===== config.mk =====
export PLATFORM = sky130hd
export DESIGN_NAME = cuf_top
export DESIGN_NICKNAME = d
export VERILOG_FILES = /design/src/cuf_pkg.sv /design/src/cuf_top.sv
export SDC_FILE = /design/constraint.sdc
export NUM_CORES = 1
export LEC_CHECK = 0
export BUFFER_PORTS_ARGS = -buffer_cell sky130_fd_sc_hd__buf_2
export CORE_MARGIN = 1.5
export CORE_UTILIZATION = 30
export DETAILED_ROUTE_END_ITERATION = 6
export SYNTH_ARGS = -nofsm -noshare
export SYNTH_HDL_FRONTEND = slang
export SYNTH_SLANG_ARGS = --single-unit

===== constraint.sdc =====
create_clock -name ref_clk_i -period 5.3 [get_ports ref_clk_i]
set_clock_uncertainty 0.05 [all_clocks]
set_input_delay 0.795 -clock ref_clk_i [delete_from_list [all_inputs] [get_ports ref_clk_i]]
set_output_delay 0.795 -clock ref_clk_i [all_outputs]
set_load 0.05 [all_outputs]

===== src/cuf_pkg.sv =====
// Package for the counter user input function block: codes, timings, register map
package cuf_pkg;
    // Clock rate and derived timing
    localparam int unsigned CLK_HZ        = 100_000_000;
    localparam int unsigned SCROLL_MS     = 2500;
    localparam int unsigned PAUSE_MS      = 400;
    localparam int unsigned SCROLL_CYC    = CLK_HZ / 1000 * SCROLL_MS;
    localparam int unsigned PAUSE_CYC     = CLK_HZ / 1000 * PAUSE_MS;

    // User input function codes
    localparam logic [3:0] FN_NONE        = 4'h0;
    localparam logic [3:0] FN_HOLD        = 4'h1;
    localparam logic [3:0] FN_HOLD_LVL    = 4'h2;
    localparam logic [3:0] FN_HOLD_EDGE   = 4'h3;
    localparam logic [3:0] FN_RST_LVL     = 4'h4;
    localparam logic [3:0] FN_RST_EDGE    = 4'h5;
    localparam logic [3:0] FN_RST2_LVL    = 4'h6;
    localparam logic [3:0] FN_RST2_EDGE   = 4'h7;
    localparam logic [3:0] FN_RSTALL_LVL  = 4'h8;
    localparam logic [3:0] FN_RSTALL_EDGE = 4'h9;
    localparam logic [3:0] FN_CHG_DISP    = 4'ha;
    localparam logic [3:0] FN_PROG_DIS    = 4'hb;
    localparam logic [3:0] FN_INHIBIT     = 4'hc;
    localparam logic [3:0] FN_PRINT       = 4'hd;
    localparam logic [3:0] FN_RST_OUT     = 4'he;

    // Source indices: three pins then the panel key
    localparam int unsigned N_SRC         = 4;
    localparam int unsigned SRC_IN1       = 0;
    localparam int unsigned SRC_IN2       = 1;
    localparam int unsigned SRC_INB       = 2;
    localparam int unsigned SRC_KEY       = 3;

    // Count input selector modes that free input B
    localparam logic [1:0] SEL_C1_USR     = 2'h1;
    localparam logic [1:0] SEL_C2_USR     = 2'h2;

    // Security code ranges
    localparam logic [7:0] CODE_MAX       = 8'hc7;
    localparam logic [7:0] CODE_PROG_MIN  = 8'h64;
    localparam logic [1:0] ACC_NONE       = 2'h0;
    localparam logic [1:0] ACC_PROT       = 2'h1;
    localparam logic [1:0] ACC_PROG       = 2'h2;

    // Baud selection and bit times
    localparam logic [1:0] BAUD_1200      = 2'h0;
    localparam logic [1:0] BAUD_2400      = 2'h1;
    localparam logic [1:0] BAUD_4800      = 2'h2;
    localparam logic [1:0] BAUD_9600      = 2'h3;
    // 1200 baud needs 17 bits of cycle count
    localparam logic [16:0] BIT_1200      = 17'(CLK_HZ / 1200);
    localparam logic [16:0] BIT_2400      = 17'(CLK_HZ / 2400);
    localparam logic [16:0] BIT_4800      = 17'(CLK_HZ / 4800);
    localparam logic [16:0] BIT_9600      = 17'(CLK_HZ / 9600);
    localparam logic [1:0] PAR_NONE       = 2'h0;
    localparam logic [1:0] PAR_ODD        = 2'h1;
    localparam logic [1:0] PAR_EVEN       = 2'h2;
    localparam logic [3:0] FRAME_BITS     = 4'ha;

    // APB register map (byte offsets)
    localparam logic [7:0] REG_FUNC       = 8'h00;
    localparam logic [7:0] REG_CFG        = 8'h04;
    localparam logic [7:0] REG_CODE       = 8'h08;
    localparam logic [7:0] REG_STAT       = 8'h0c;
    localparam logic [7:0] REG_TXDATA     = 8'h10;
    localparam logic [31:0] CFG_RESET     = 32'h0000_0000;
endpackage


===== src/cuf_top.sv =====
// Counter user input function block with APB registers and serial print path
//
// Decided for this implementation: the APB interface to the registers and the address map.
module cuf_top
    import cuf_pkg::*;
(
    input  wire logic        ref_clk_i,
    input  wire logic        rst_n_i,
    input  wire logic        psel_i,
    input  wire logic        penable_i,
    input  wire logic        pwrite_i,
    input  wire logic [7:0]  paddr_i,
    input  wire logic [31:0] pwdata_i,
    output logic [31:0]      prdata_o,
    output logic             pready_o,
    output logic             pslverr_o,
    input  wire logic [2:0]  user_in_i,
    input  wire logic        panel_function_key_i,
    input  wire logic        batch_model_i,
    input  wire logic        prog_disable_lvl1_i,
    output logic             display_freeze_o,
    output logic             counter1_reset_o,
    output logic             counter2_reset_o,
    output logic             count_inhibit_o,
    output logic             program_disable_o,
    output logic             outputs_reset_o,
    output logic             display_advance_o,
    output logic             tx_o
);
    import cuf_pkg::*;

    ////////////////////////////////////////////////////////////////////////////
    // Registers
    logic [15:0] func_q;
    logic [31:0] cfg_q;
    logic [7:0]  code_q;
    logic [7:0]  code_entry_q;
    logic [31:0] txdata_q;
    logic [3:0]  fn [N_SRC];

    // Config fields: [1:0] selector, [2] scroll, [4:3] baud, [6:5] parity,
    // [7] abbreviate, [14:8] address, [15] stored but unused
    logic [1:0]  sel_w;
    logic        scroll_w;
    logic [1:0]  baud_w;
    logic [1:0]  par_w;
    logic        abbr_w;
    logic [6:0]  addr_w;
    assign sel_w    = cfg_q[1:0];
    assign scroll_w = cfg_q[2];
    assign baud_w   = cfg_q[4:3];
    assign par_w    = cfg_q[6:5];
    assign abbr_w   = cfg_q[7];
    assign addr_w   = cfg_q[14:8];

    // Hold class test, used by the assignment check
    function automatic logic is_hold(input logic [3:0] f);
        return (f == FN_HOLD) || (f == FN_HOLD_LVL) || (f == FN_HOLD_EDGE);
    endfunction

    // Whether a source may take a function
    function automatic logic allowed(input int unsigned s, input logic [3:0] f,
                                     input logic batch);
        logic ok;
        ok = (f <= FN_RST_OUT);
        if (f == FN_INHIBIT && s != SRC_IN1)
            ok = 1'b0;
        if (s == SRC_KEY && (f == FN_INHIBIT || f == FN_PROG_DIS))
            ok = 1'b0;
        if (!batch && (f >= FN_RST2_LVL) && (f <= FN_RSTALL_EDGE))
            ok = 1'b0;
        return ok;
    endfunction

    logic wr_w;
    logic rd_w;
    logic code_ok_w;
    logic func_ok_w;
    assign wr_w = psel_i && penable_i && pwrite_i;
    assign rd_w = psel_i && penable_i && !pwrite_i;
    assign pready_o = 1'b1;

    // Reject a mapping that gives hold to more than one source
    always_comb begin
        int unsigned holds;
        holds = 0;
        func_ok_w = 1'b1;
        for (int unsigned s = 0; s < N_SRC; s++) begin
            if (is_hold(pwdata_i[4*s +: 4]))
                holds++;
            if (!allowed(s, pwdata_i[4*s +: 4], batch_model_i))
                func_ok_w = 1'b0;
        end
        if (holds > 1)
            func_ok_w = 1'b0;
    end
    assign code_ok_w = (pwdata_i[7:0] <= CODE_MAX);

    // Bad writes and unmapped addresses answer with an error
    always_comb begin
        pslverr_o = 1'b0;
        if (psel_i && penable_i) begin
            case (paddr_i)
                REG_FUNC:   pslverr_o = pwrite_i && !func_ok_w;
                REG_CFG:    pslverr_o = 1'b0;
                REG_CODE:   pslverr_o = pwrite_i && !code_ok_w;
                REG_STAT:   pslverr_o = pwrite_i;
                REG_TXDATA: pslverr_o = 1'b0;
                default:    pslverr_o = 1'b1;
            endcase
        end
    end

    // Register writes
    always_ff @(posedge ref_clk_i or negedge rst_n_i) begin
        if (!rst_n_i) begin
            func_q       <= 16'h0000;
            cfg_q        <= CFG_RESET;
            code_q       <= 8'h00;
            code_entry_q <= 8'h00;
            txdata_q     <= 32'h0000_0000;
        end else if (wr_w && !pslverr_o) begin
            case (paddr_i)
                REG_FUNC:   func_q <= pwdata_i[15:0];
                REG_CFG:    cfg_q <= {16'h0000, pwdata_i[15:0]};
                REG_CODE:   code_q <= pwdata_i[7:0];
                REG_STAT:   code_entry_q <= pwdata_i[7:0];
                REG_TXDATA: txdata_q <= pwdata_i;
                default:    code_q <= code_q;
            endcase
        end
    end
    // Entered code takes the low byte of a write at the status offset; status writes are refused, so it keeps its reset zero
    logic [7:0] entered_w;
    assign entered_w = code_entry_q;

    for (genvar s = 0; s < N_SRC; s++) begin : g_fn
        assign fn[s] = func_q[4*s +: 4];
    end

    ////////////////////////////////////////////////////////////////////////////
    // Input synchronisers and edge detection
    logic [N_SRC-1:0] meta_q;
    logic [N_SRC-1:0] sync_q;
    logic [N_SRC-1:0] prev_q;
    logic [N_SRC-1:0] act_w;
    logic [N_SRC-1:0] rise_w;

    // Two stages; only the second feeds logic
    always_ff @(posedge ref_clk_i or negedge rst_n_i) begin
        if (!rst_n_i) begin
            meta_q <= '0;
            sync_q <= '0;
            prev_q <= '0;
        end else begin
            meta_q <= {panel_function_key_i, user_in_i};
            sync_q <= meta_q;
            prev_q <= sync_q;
        end
    end

    // Input B is masked unless the selector frees it
    always_comb begin
        act_w = sync_q;
        if (sel_w != SEL_C1_USR && sel_w != SEL_C2_USR)
            act_w[SRC_INB] = 1'b0;
        rise_w = act_w & ~prev_q;
    end

    ////////////////////////////////////////////////////////////////////////////
    // Function decode
    logic [N_SRC-1:0] hold_w;
    logic [N_SRC-1:0] lvl1_w;
    logic [N_SRC-1:0] lvl2_w;
    logic [N_SRC-1:0] pulse1_w;
    logic [N_SRC-1:0] pulse2_w;
    logic [N_SRC-1:0] chg_w;
    logic [N_SRC-1:0] pdis_w;
    logic [N_SRC-1:0] inh_w;
    logic [N_SRC-1:0] prt_w;
    logic [N_SRC-1:0] rout_w;

    always_comb begin
        for (int unsigned s = 0; s < N_SRC; s++) begin
            hold_w[s]   = act_w[s] && is_hold(fn[s]);
            lvl1_w[s]   = act_w[s] && (fn[s] == FN_RST_LVL || fn[s] == FN_RSTALL_LVL
                          || (fn[s] == FN_HOLD_LVL && !batch_model_i));
            lvl2_w[s]   = act_w[s] && (fn[s] == FN_RST2_LVL || fn[s] == FN_RSTALL_LVL
                          || (fn[s] == FN_HOLD_LVL && batch_model_i));
            pulse1_w[s] = rise_w[s] && (fn[s] == FN_RST_EDGE || fn[s] == FN_RSTALL_EDGE
                          || (fn[s] == FN_HOLD_EDGE && !batch_model_i));
            pulse2_w[s] = rise_w[s] && (fn[s] == FN_RST2_EDGE || fn[s] == FN_RSTALL_EDGE
                          || (fn[s] == FN_HOLD_EDGE && batch_model_i));
            chg_w[s]    = rise_w[s] && (fn[s] == FN_CHG_DISP);
            pdis_w[s]   = act_w[s] && (fn[s] == FN_PROG_DIS);
            inh_w[s]    = act_w[s] && (fn[s] == FN_INHIBIT) && (s == SRC_IN1);
            prt_w[s]    = act_w[s] && (fn[s] == FN_PRINT);
            rout_w[s]   = rise_w[s] && (fn[s] == FN_RST_OUT);
        end
    end

    ////////////////////////////////////////////////////////////////////////////
    // Auto scroll timer
    logic [31:0] scroll_cnt_q;
    logic        scroll_tick_w;
    assign scroll_tick_w = scroll_w && (scroll_cnt_q == 32'(SCROLL_CYC - 1));

    always_ff @(posedge ref_clk_i or negedge rst_n_i) begin
        if (!rst_n_i)
            scroll_cnt_q <= '0;
        else if (!scroll_w || scroll_tick_w)
            scroll_cnt_q <= '0;
        else
            scroll_cnt_q <= scroll_cnt_q + 32'h1;
    end

    // Registered control outputs
    always_ff @(posedge ref_clk_i or negedge rst_n_i) begin
        if (!rst_n_i) begin
            display_freeze_o  <= 1'b0;
            counter1_reset_o  <= 1'b0;
            counter2_reset_o  <= 1'b0;
            count_inhibit_o   <= 1'b0;
            program_disable_o <= 1'b0;
            outputs_reset_o   <= 1'b0;
            display_advance_o <= 1'b0;
        end else begin
            display_freeze_o  <= |hold_w;
            counter1_reset_o  <= |lvl1_w || |pulse1_w;
            counter2_reset_o  <= |lvl2_w || |pulse2_w;
            count_inhibit_o   <= |inh_w;
            program_disable_o <= |pdis_w;
            outputs_reset_o   <= |rout_w;
            display_advance_o <= |chg_w || scroll_tick_w;
        end
    end

    // Access level from the entered code
    logic [1:0] access_w;
    always_comb begin
        access_w = ACC_NONE;
        if (code_q != 8'h00 && prog_disable_lvl1_i && entered_w == code_q)
            access_w = (code_q >= CODE_PROG_MIN) ? ACC_PROG : ACC_PROT;
    end

    ////////////////////////////////////////////////////////////////////////////
    // Serial print sequencer: address digits, label, value, pause; abbreviated sends the value digits only, with no pause
    typedef enum logic [4:0] {
        CUF_IDLE  = 5'b00001,
        CUF_LOAD  = 5'b00010,
        CUF_SEND  = 5'b00100,
        CUF_NEXT  = 5'b01000,
        CUF_PAUSE = 5'b10000
    } cuf_state_t;
    cuf_state_t st_q;

    logic [3:0]  idx_q;
    logic [9:0]  shreg_q;
    logic [3:0]  bitn_q;
    logic [16:0] bitcnt_q;
    logic [31:0] pause_q;
    logic [16:0] bit_len_w;
    logic [7:0]  ch_w;
    logic [3:0]  last_w;

    always_comb begin
        case (baud_w)
            BAUD_1200: bit_len_w = BIT_1200;
            BAUD_2400: bit_len_w = BIT_2400;
            BAUD_4800: bit_len_w = BIT_4800;
            default:   bit_len_w = BIT_9600;
        endcase
    end

    // Abbreviated: 8 hex digits only; full: 2 address, 1 label, 8 digits
    assign last_w = abbr_w ? 4'h7 : 4'ha;
    always_comb begin
        logic [3:0] k;
        logic [3:0] nib;
        k   = abbr_w ? idx_q + 4'h3 : idx_q;
        nib = 4'h0;
        ch_w = 8'h20;
        if (k == 4'h0)
            ch_w = 8'h30 + 8'(addr_w / 7'd10);
        else if (k == 4'h1)
            ch_w = 8'h30 + 8'(addr_w % 7'd10);
        else if (k == 4'h2)
            ch_w = 8'h43;
        else begin
            nib = txdata_q[4*(4'ha - k) +: 4];
            ch_w = (nib < 4'ha) ? 8'h30 + 8'(nib) : 8'h37 + 8'(nib);
        end
    end

    // Frame: start, 8 data or 7 data plus parity, stop
    function automatic logic [9:0] frame(input logic [7:0] c, input logic [1:0] p);
        logic par;
        par = ^c[6:0];
        if (p == PAR_ODD)
            return {1'b1, ~par, c[6:0], 1'b0};
        else if (p == PAR_EVEN)
            return {1'b1, par, c[6:0], 1'b0};
        return {1'b1, c, 1'b0};
    endfunction

    always_ff @(posedge ref_clk_i or negedge rst_n_i) begin
        if (!rst_n_i) begin
            st_q     <= CUF_IDLE;
            idx_q    <= 4'h0;
            shreg_q  <= 10'h3ff;
            bitn_q   <= 4'h0;
            bitcnt_q <= 17'h00000;
            pause_q  <= '0;
        end else begin
            case (st_q)
                CUF_IDLE: begin
                    idx_q <= 4'h0;
                    if (|prt_w)
                        st_q <= CUF_LOAD;
                end
                CUF_LOAD: begin
                    shreg_q  <= frame(ch_w, par_w);
                    bitn_q   <= 4'h0;
                    bitcnt_q <= 17'h00000;
                    st_q     <= CUF_SEND;
                end
                CUF_SEND: begin
                    if (bitcnt_q == bit_len_w - 17'h1) begin
                        bitcnt_q <= 17'h00000;
                        shreg_q  <= {1'b1, shreg_q[9:1]};
                        bitn_q   <= bitn_q + 4'h1;
                        if (bitn_q == FRAME_BITS - 4'h1)
                            st_q <= CUF_NEXT;
                    end else begin
                        bitcnt_q <= bitcnt_q + 17'h1;
                    end
                end
                CUF_NEXT: begin
                    pause_q <= '0;
                    if (idx_q != last_w) begin
                        idx_q <= idx_q + 4'h1;
                        st_q  <= CUF_LOAD;
                    end else if (abbr_w) begin
                        st_q <= CUF_IDLE;
                    end else begin
                        st_q <= CUF_PAUSE;
                    end
                end
                CUF_PAUSE: begin
                    pause_q <= pause_q + 32'h1;
                    if (pause_q == 32'(PAUSE_CYC - 1))
                        st_q <= CUF_IDLE;
                end
                default: st_q <= CUF_IDLE;
            endcase
        end
    end
    assign tx_o = shreg_q[0];

    // Read mux, registered data
    always_ff @(posedge ref_clk_i or negedge rst_n_i) begin
        if (!rst_n_i)
            prdata_o <= 32'h0000_0000;
        else if (psel_i && !penable_i && !pwrite_i) begin
            case (paddr_i)
                REG_FUNC:   prdata_o <= {16'h0000, func_q};
                REG_CFG:    prdata_o <= cfg_q;
                REG_CODE:   prdata_o <= {24'h000000, code_q};
                REG_STAT:   prdata_o <= {16'h0000, 1'b0, st_q, access_w, act_w, 4'h0};
                REG_TXDATA: prdata_o <= txdata_q;
                default:    prdata_o <= 32'h0000_0000;
            endcase
        end
    end
    logic unused_w;
    assign unused_w = rd_w;
endmodule


# Word-level counts from Yosys, hierarchy flattened
# Index checks and enable logic that the tools add are counted.
# totals
ff_bits,235
latch_bits,0
mem_bits_rw,0
romBits,0
inputBits,51
output_inout_bits,42
word_cells,368
mem_count,0
# classes
n_addsub,15
multipliers,0
div_mod_pow,2
order_cmp,16
eq_ne,97
shift,1
muxes,53
bitwise,3
reduce_logical,158
# op_table
operator,n
"32-bit by 1-bit adder with 32-bit output, second input constant",5
32-bit case mux with 5 select lines,1
32-bit 2-to-1 mux,4
"4-bit == test, second input constant",30
1-bit logical AND,72
"4-bit by 2-bit == test with 1-bit output, second input constant",17
"4-bit by 3-bit == test with 1-bit output, second input constant",16
32-bit case mux with 2 select lines,1
1-bit logical OR,53
17-bit case mux with 3 select lines,1
10-bit 2-to-1 mux,4
"4-bit by 1-bit == test with 1-bit output, second input constant",9
4-bit OR reduction,9
17-bit case mux with 2 select lines,1
32-bit by 33-bit indexed part select with 4-bit output,1
"32-bit by 26-bit == test with 1-bit output, second input constant",1
"32-bit by 28-bit == test with 1-bit output, second input constant",1
"32-bit by 1-bit greater-than comparator with 1-bit output, second input constant",1
"4-bit <= comparator, second input constant",8
5-bit 2-to-1 mux,6
5-bit case mux with 5 select lines,1
10-bit case mux with 2 select lines,1
1-bit 2-to-1 mux,19
"17-bit by 1-bit adder with 17-bit output, second input constant",1
other kinds (47),82

# Longest topological paths before layout
# logic_depth
ltp_word,19
depth_mapped,21
mapped_depth_nobuf,19

# Worst setup path before layout
# OpenSTA, ideal clock, no wires.
# synth_timing
path_kind,register to register
from,register idx_q[0]
to,register shreg_q[8]
setup_ns,0.077
arrival_ns,4.558
t_required_ns,5.173
slack_ns,0.615
path_stages_with_launch,17
path_buffers,3
synth_period_minus_slack_ns,4.685
cell_sequence,dfrtp_1 -> clkbuf_1 -> clkbuf_1 -> inv_1 -> ha_1 -> mux2i_1 -> ha_1 -> clkbuf_1 -> mux2_2 -> mux4_2 -> nor2b_1 -> and2_1 -> and3_1 -> a211o_1 -> or3_1 -> a211o_1 -> a31oi_1
# synth_between
elab_chain_cells,14
elab_cells_between_ends,20
classes_between,4 x add/sub; 1 x order compare; 2 x eq/ne; 1 x shift; 9 x mux; 1 x bitwise; 2 x reduce/logical
# synth_lines
item,line_no,source
"start, declared",cuf_top.sv:257,logic [3:0] idx_q;
"start signal, assigned",cuf_top.sv:341,idx_q <= idx_q + 4'h1;
4-bit by 2-bit adder with 4-bit output,cuf_top.sv:280,k = abbr_w ? idx_q + 4'h3 : idx_q;
4-bit 2-to-1 mux *,cuf_top.sv:280,
4-bit by 4-bit subtractor with 5-bit output,cuf_top.sv:290,nib = txdata_q[4*(4'ha - k) +: 4];
32-bit by 33-bit indexed part select with 4-bit output,cuf_top.sv:290,
6-bit by 4-bit adder with 7-bit output or 4-bit less-than comparator (tied branches),cuf_top.sv:291,ch_w = (nib < 4'ha) ? 8'h30 + 8'(nib) : 8'h37 + 8'(nib);
7-bit 2-to-1 mux,cuf_top.sv:291,
7-bit 2-to-1 mux,cuf_top.sv:287,else if (k == 4'h2)
8-bit 2-to-1 mux,cuf_top.sv:285,else if (k == 4'h1)
8-bit 2-to-1 mux *,cuf_top.sv:283,if (k == 4'h0)
7-bit parity,cuf_top.sv:298,par = ^c[6:0];
10-bit 2-to-1 mux or 1-bit NOT (tied branches),"cuf_top.sv:301, cuf_top.sv:300",
10-bit 2-to-1 mux,cuf_top.sv:299,if (p == PAR_ODD)
10-bit 2-to-1 mux *,cuf_top.sv:303,"return {1'b1, c, 1'b0};"
10-bit case mux with 2 select lines *,cuf_top.sv:315,case (st_q)
"end signal, assigned",cuf_top.sv:322,"shreg_q <= frame(ch_w, par_w);"
"end signal, assigned",cuf_top.sv:330,"shreg_q <= {1'b1, shreg_q[9:1]};"
"end, declared",cuf_top.sv:258,logic [9:0] shreg_q;
# Mark *: on every way between the ends. The rest lies on a longest branch, timed or not. The select of a mux whose other input is x is not followed.
# A chain may end at the register's enable or synchronous reset.

# Worst setup path after layout
# layout_timing
from,register idx_q[1]
to,register shreg_q[8]
# The elaborated chain is that of the path after synthesis.

==> impl_metrics.json <==
{
  "cts_sinks": 234,
  "drive_gt1_share_pct": 18.1,
  "power.total_w": 0.00381,
  "grt_max_degree": 123,
  "ys_types": 73,
  "slew_violations": 0,
  "die_area_um2": 44300,
  "syn-cell-area_um2": 12900,
  "synth_top_area_share_pct": 43.4,
  "antenna_found_initial": 4,
  "hold_viol_final": 0,
  "timing.fmax_ghz": 0.209,
  "final_common_cell": "dfrtp_1",
  "synth_nets": 1442,
  "tightest_slew_ns": 1.18,
  "areaGrowthSynthToFinish_pct": 15.0,
  "worstReg2RegEnd": "shreg_q[8]",
  "clk_pin_slew_ns": 0.06,
  "status": "finished, final reports clean",
  "syn_area_per_cell_um2": 9.46,
  "finalNetCount": 1508,
  "yosysSeqAreaShare_pct": 45.4,
  "drc": 0,
  "cts_root_buffer": "clkbuf_16",
  "cts_resized": 0,
  "r2r_slack_ns": 0.52,
  "worst_hold_path_type": "input port to register",
  "syn_inst": 1366,
  "hpwl_um": 25700,
  "rows": 75,
  "synth_edf_count": 0,
  "met3_usage_pct": 2.68,
  "post-cts-setup-buffers": 0,
  "p_leak_nw": 6.60,
  "yosysTopAreaCell": "dfrtp_1",
  "setup.worst_path.end_class": "register",
  "cts_tree": "built",
  "synth.area.top_cells": "dfrtp_1 (43%), mux2_2 (7.1%), o21ai_0 (5.3%)",
  "dr.first_iter.drc_count": 1067,
  "clk-insertion-delay-late_ns": 0.58,
  "die_w_um": 211,
  "cts_buffers": 28,
  "vias": 10687,
  "r2r-start": "idx_q[1]",
  "power_density_nw_per_um2": 256,
  "grt.overflow.total": 0,
  "rr_worst_depth": 19,
  "cts_hold_buf": 0,
  "most-common-layout-cells": "dfrtp_1 (224), nand2_1 (157), o21ai_0 (136)",
  "grt_pass1_vias": 10372,
  "coreArea_um2": 42200,
  "htreeDepth": 1,
  "start_util_pct": 30.6,
  "fin_crit_sh_pct": 90.1,
  "ys_seq_elements": 234,
  "finalSetupTns_ns": 0,
  "crit_path_start_kind": "register",
  "ys_warn_count": 0,
  "grt_pass1_wl_um": 56700,
  "grt.busiest_layer": "met2",
  "ios": 93,
  "critPathCapture": "shreg_q[8]",
  "critPathLaunch": "idx_q[1]",
  "cap_violations": 0,
  "worstSetupPathType": "register to register",
  "drt_first_pass_iters": 5,
  "met2_usage_pct": 25.7,
  "fillers": 4245,
  "critPathArrivalTime_ns": 5.19,
  "slew_headroom_pct": 21.1,
  "synth-async-reset-ratio_pct": 100,
  "setup_violations": 0,
  "rsz0062_at_grt": "no",
  "wl_per_cell_um": 17.6,
  "portBuffers": 91,
  "crit_path_max_fanout": 12,
  "ys.flop_type": "dfrtp_1",
  "required_ns": 5.71,
  "fin_crit_ns": 4.78,
  "die_h_um": 211,
  "gp_congestion": 0.885,
  "grt.total_usage_pct": 15.9,
  "vdd_drop_max_mv": 0.266,
  "avgViaCountPerCell": 5.36,
  "wl_um": 35100,
  "use_met1_pct": 21.8,
  "clock_path_buffers": 3,
  "antenna_left": 0
}
==> registers in the layout (all words and copies together), names as in the netlist, 5 cells and up <==
name,count
pause_q,32
prdata_o,32
scroll_cnt_q,32
txdata_q,32
bitcnt_q,17
cfg_q,16
func_q,16
shreg_q,9
code_entry_q,8
code_q,8
st_q,5
==> worst min path at each step <==
stage | startpoint | endpoint | cells after the start
final | user_in_i[0] | meta_q[0] | 1
after global routing | panel_function_key_i | meta_q[3] | 1
after CTS | user_in_i[0] | meta_q[0] | 1
after detailed placement | meta_q[2] | sync_q[2] | 0
after global placement | meta_q[2] | sync_q[2] | 0
after floorplan | meta_q[0] | sync_q[0] | 0
==> through the flow <==
| step | std cells | hold WS [ns] | utilization, % | cell area [um2] | setup slack (ns) |
|---|---|---|---|---|---|
| 2_1_floorplan | 1366 | 0.281 | - | 12900 | 0.615 |
| 3_3_place_gp | 1941 | 0.299 | 33.0 | 13900 | 0.867 |
| 3_5_place_dp | 1941 | 0.292 | 33.0 | 13900 | 0.714 |
| 4_1_cts | 1992 | 0.235 | 35.2 | 14900 | 0.601 |
| 5_1_grt | 1993 | 0.248 | 35.2 | 14900 | 0.136 |
| 6_report | 1993 | 0.268 | 35.2 | 14900 | 0.523 |
==> worst max-delay path, cell delays in order, from the launching register on <==
cell and delay (ns):
dfrtp_1 0.55, inv_1 0.12, ha_1 0.33, mux2i_1 0.30, ha_1 0.33, xnor2_4 0.22
mux2i_1 0.15, o211ai_1 0.21, o22a_1 0.18, o22a_1 0.24, nand2_1 0.13, or2_2 0.29
ha_1 0.29, a21oi_1 0.13, nor2_1 0.07, o22a_1 0.23, o21a_1 0.21, a211oi_1 0.30
o211ai_1 0.16, a31oi_1 0.18
==> power by group <==
group,switching [W],internal (W),total (W)
combinational,0.0000828,0.0000304,0.000113
clock,0.000761,0.00114,0.00190
sequential,0.00000515,0.00179,0.00180
==> final cells by class <==
cell class                      instances  area [um2]  share of cell area, %
Timing Repair Buffer                  111         616                   4.14
Sequential cell                       234        5870                   39.5
Clock buffer                           43         837                   5.63
Antenna cell                            1        2.50                 0.0168
Clock inverter                          8        93.8                  0.631
Tap cell                              539         674                   4.54
Inverter                               26        97.6                  0.657
Multi-Input combinational cell       1031        6670                   44.9
==> Yosys cell counts (all sizes together) (26+ instances only) <==
cell type,n
dfrtp,224
nand2,157
o21ai,139
nor2,101
mux2,81
nand3,69
clkbuf,67
a21oi,45
nor3,33
and3,31
xor2,30
nand2b,26
==> routing by layer <==
layer	vias to the layer above	wire, um
met4	4	983
li1	5096	-
met3	75	1710
met2	247	16200
met1	5265	16100
met5	-	21
==> cell families after synthesis <==
logic type | Yosys count | synth area share, %
muxes | 106 | 9.80
xor gates and xnor gates | 52 | 3.67
other | 1 | 0.0290
DFF | 234 | 45.4
buffers and inverters | 101 | 2.96
and+or+nand+nor | 537 | 20.6
AOI/OAI and AO/OA | 310 | 15.0
adders and majority gates | 25 | 2.42
(Power assumes the default switching activity.)
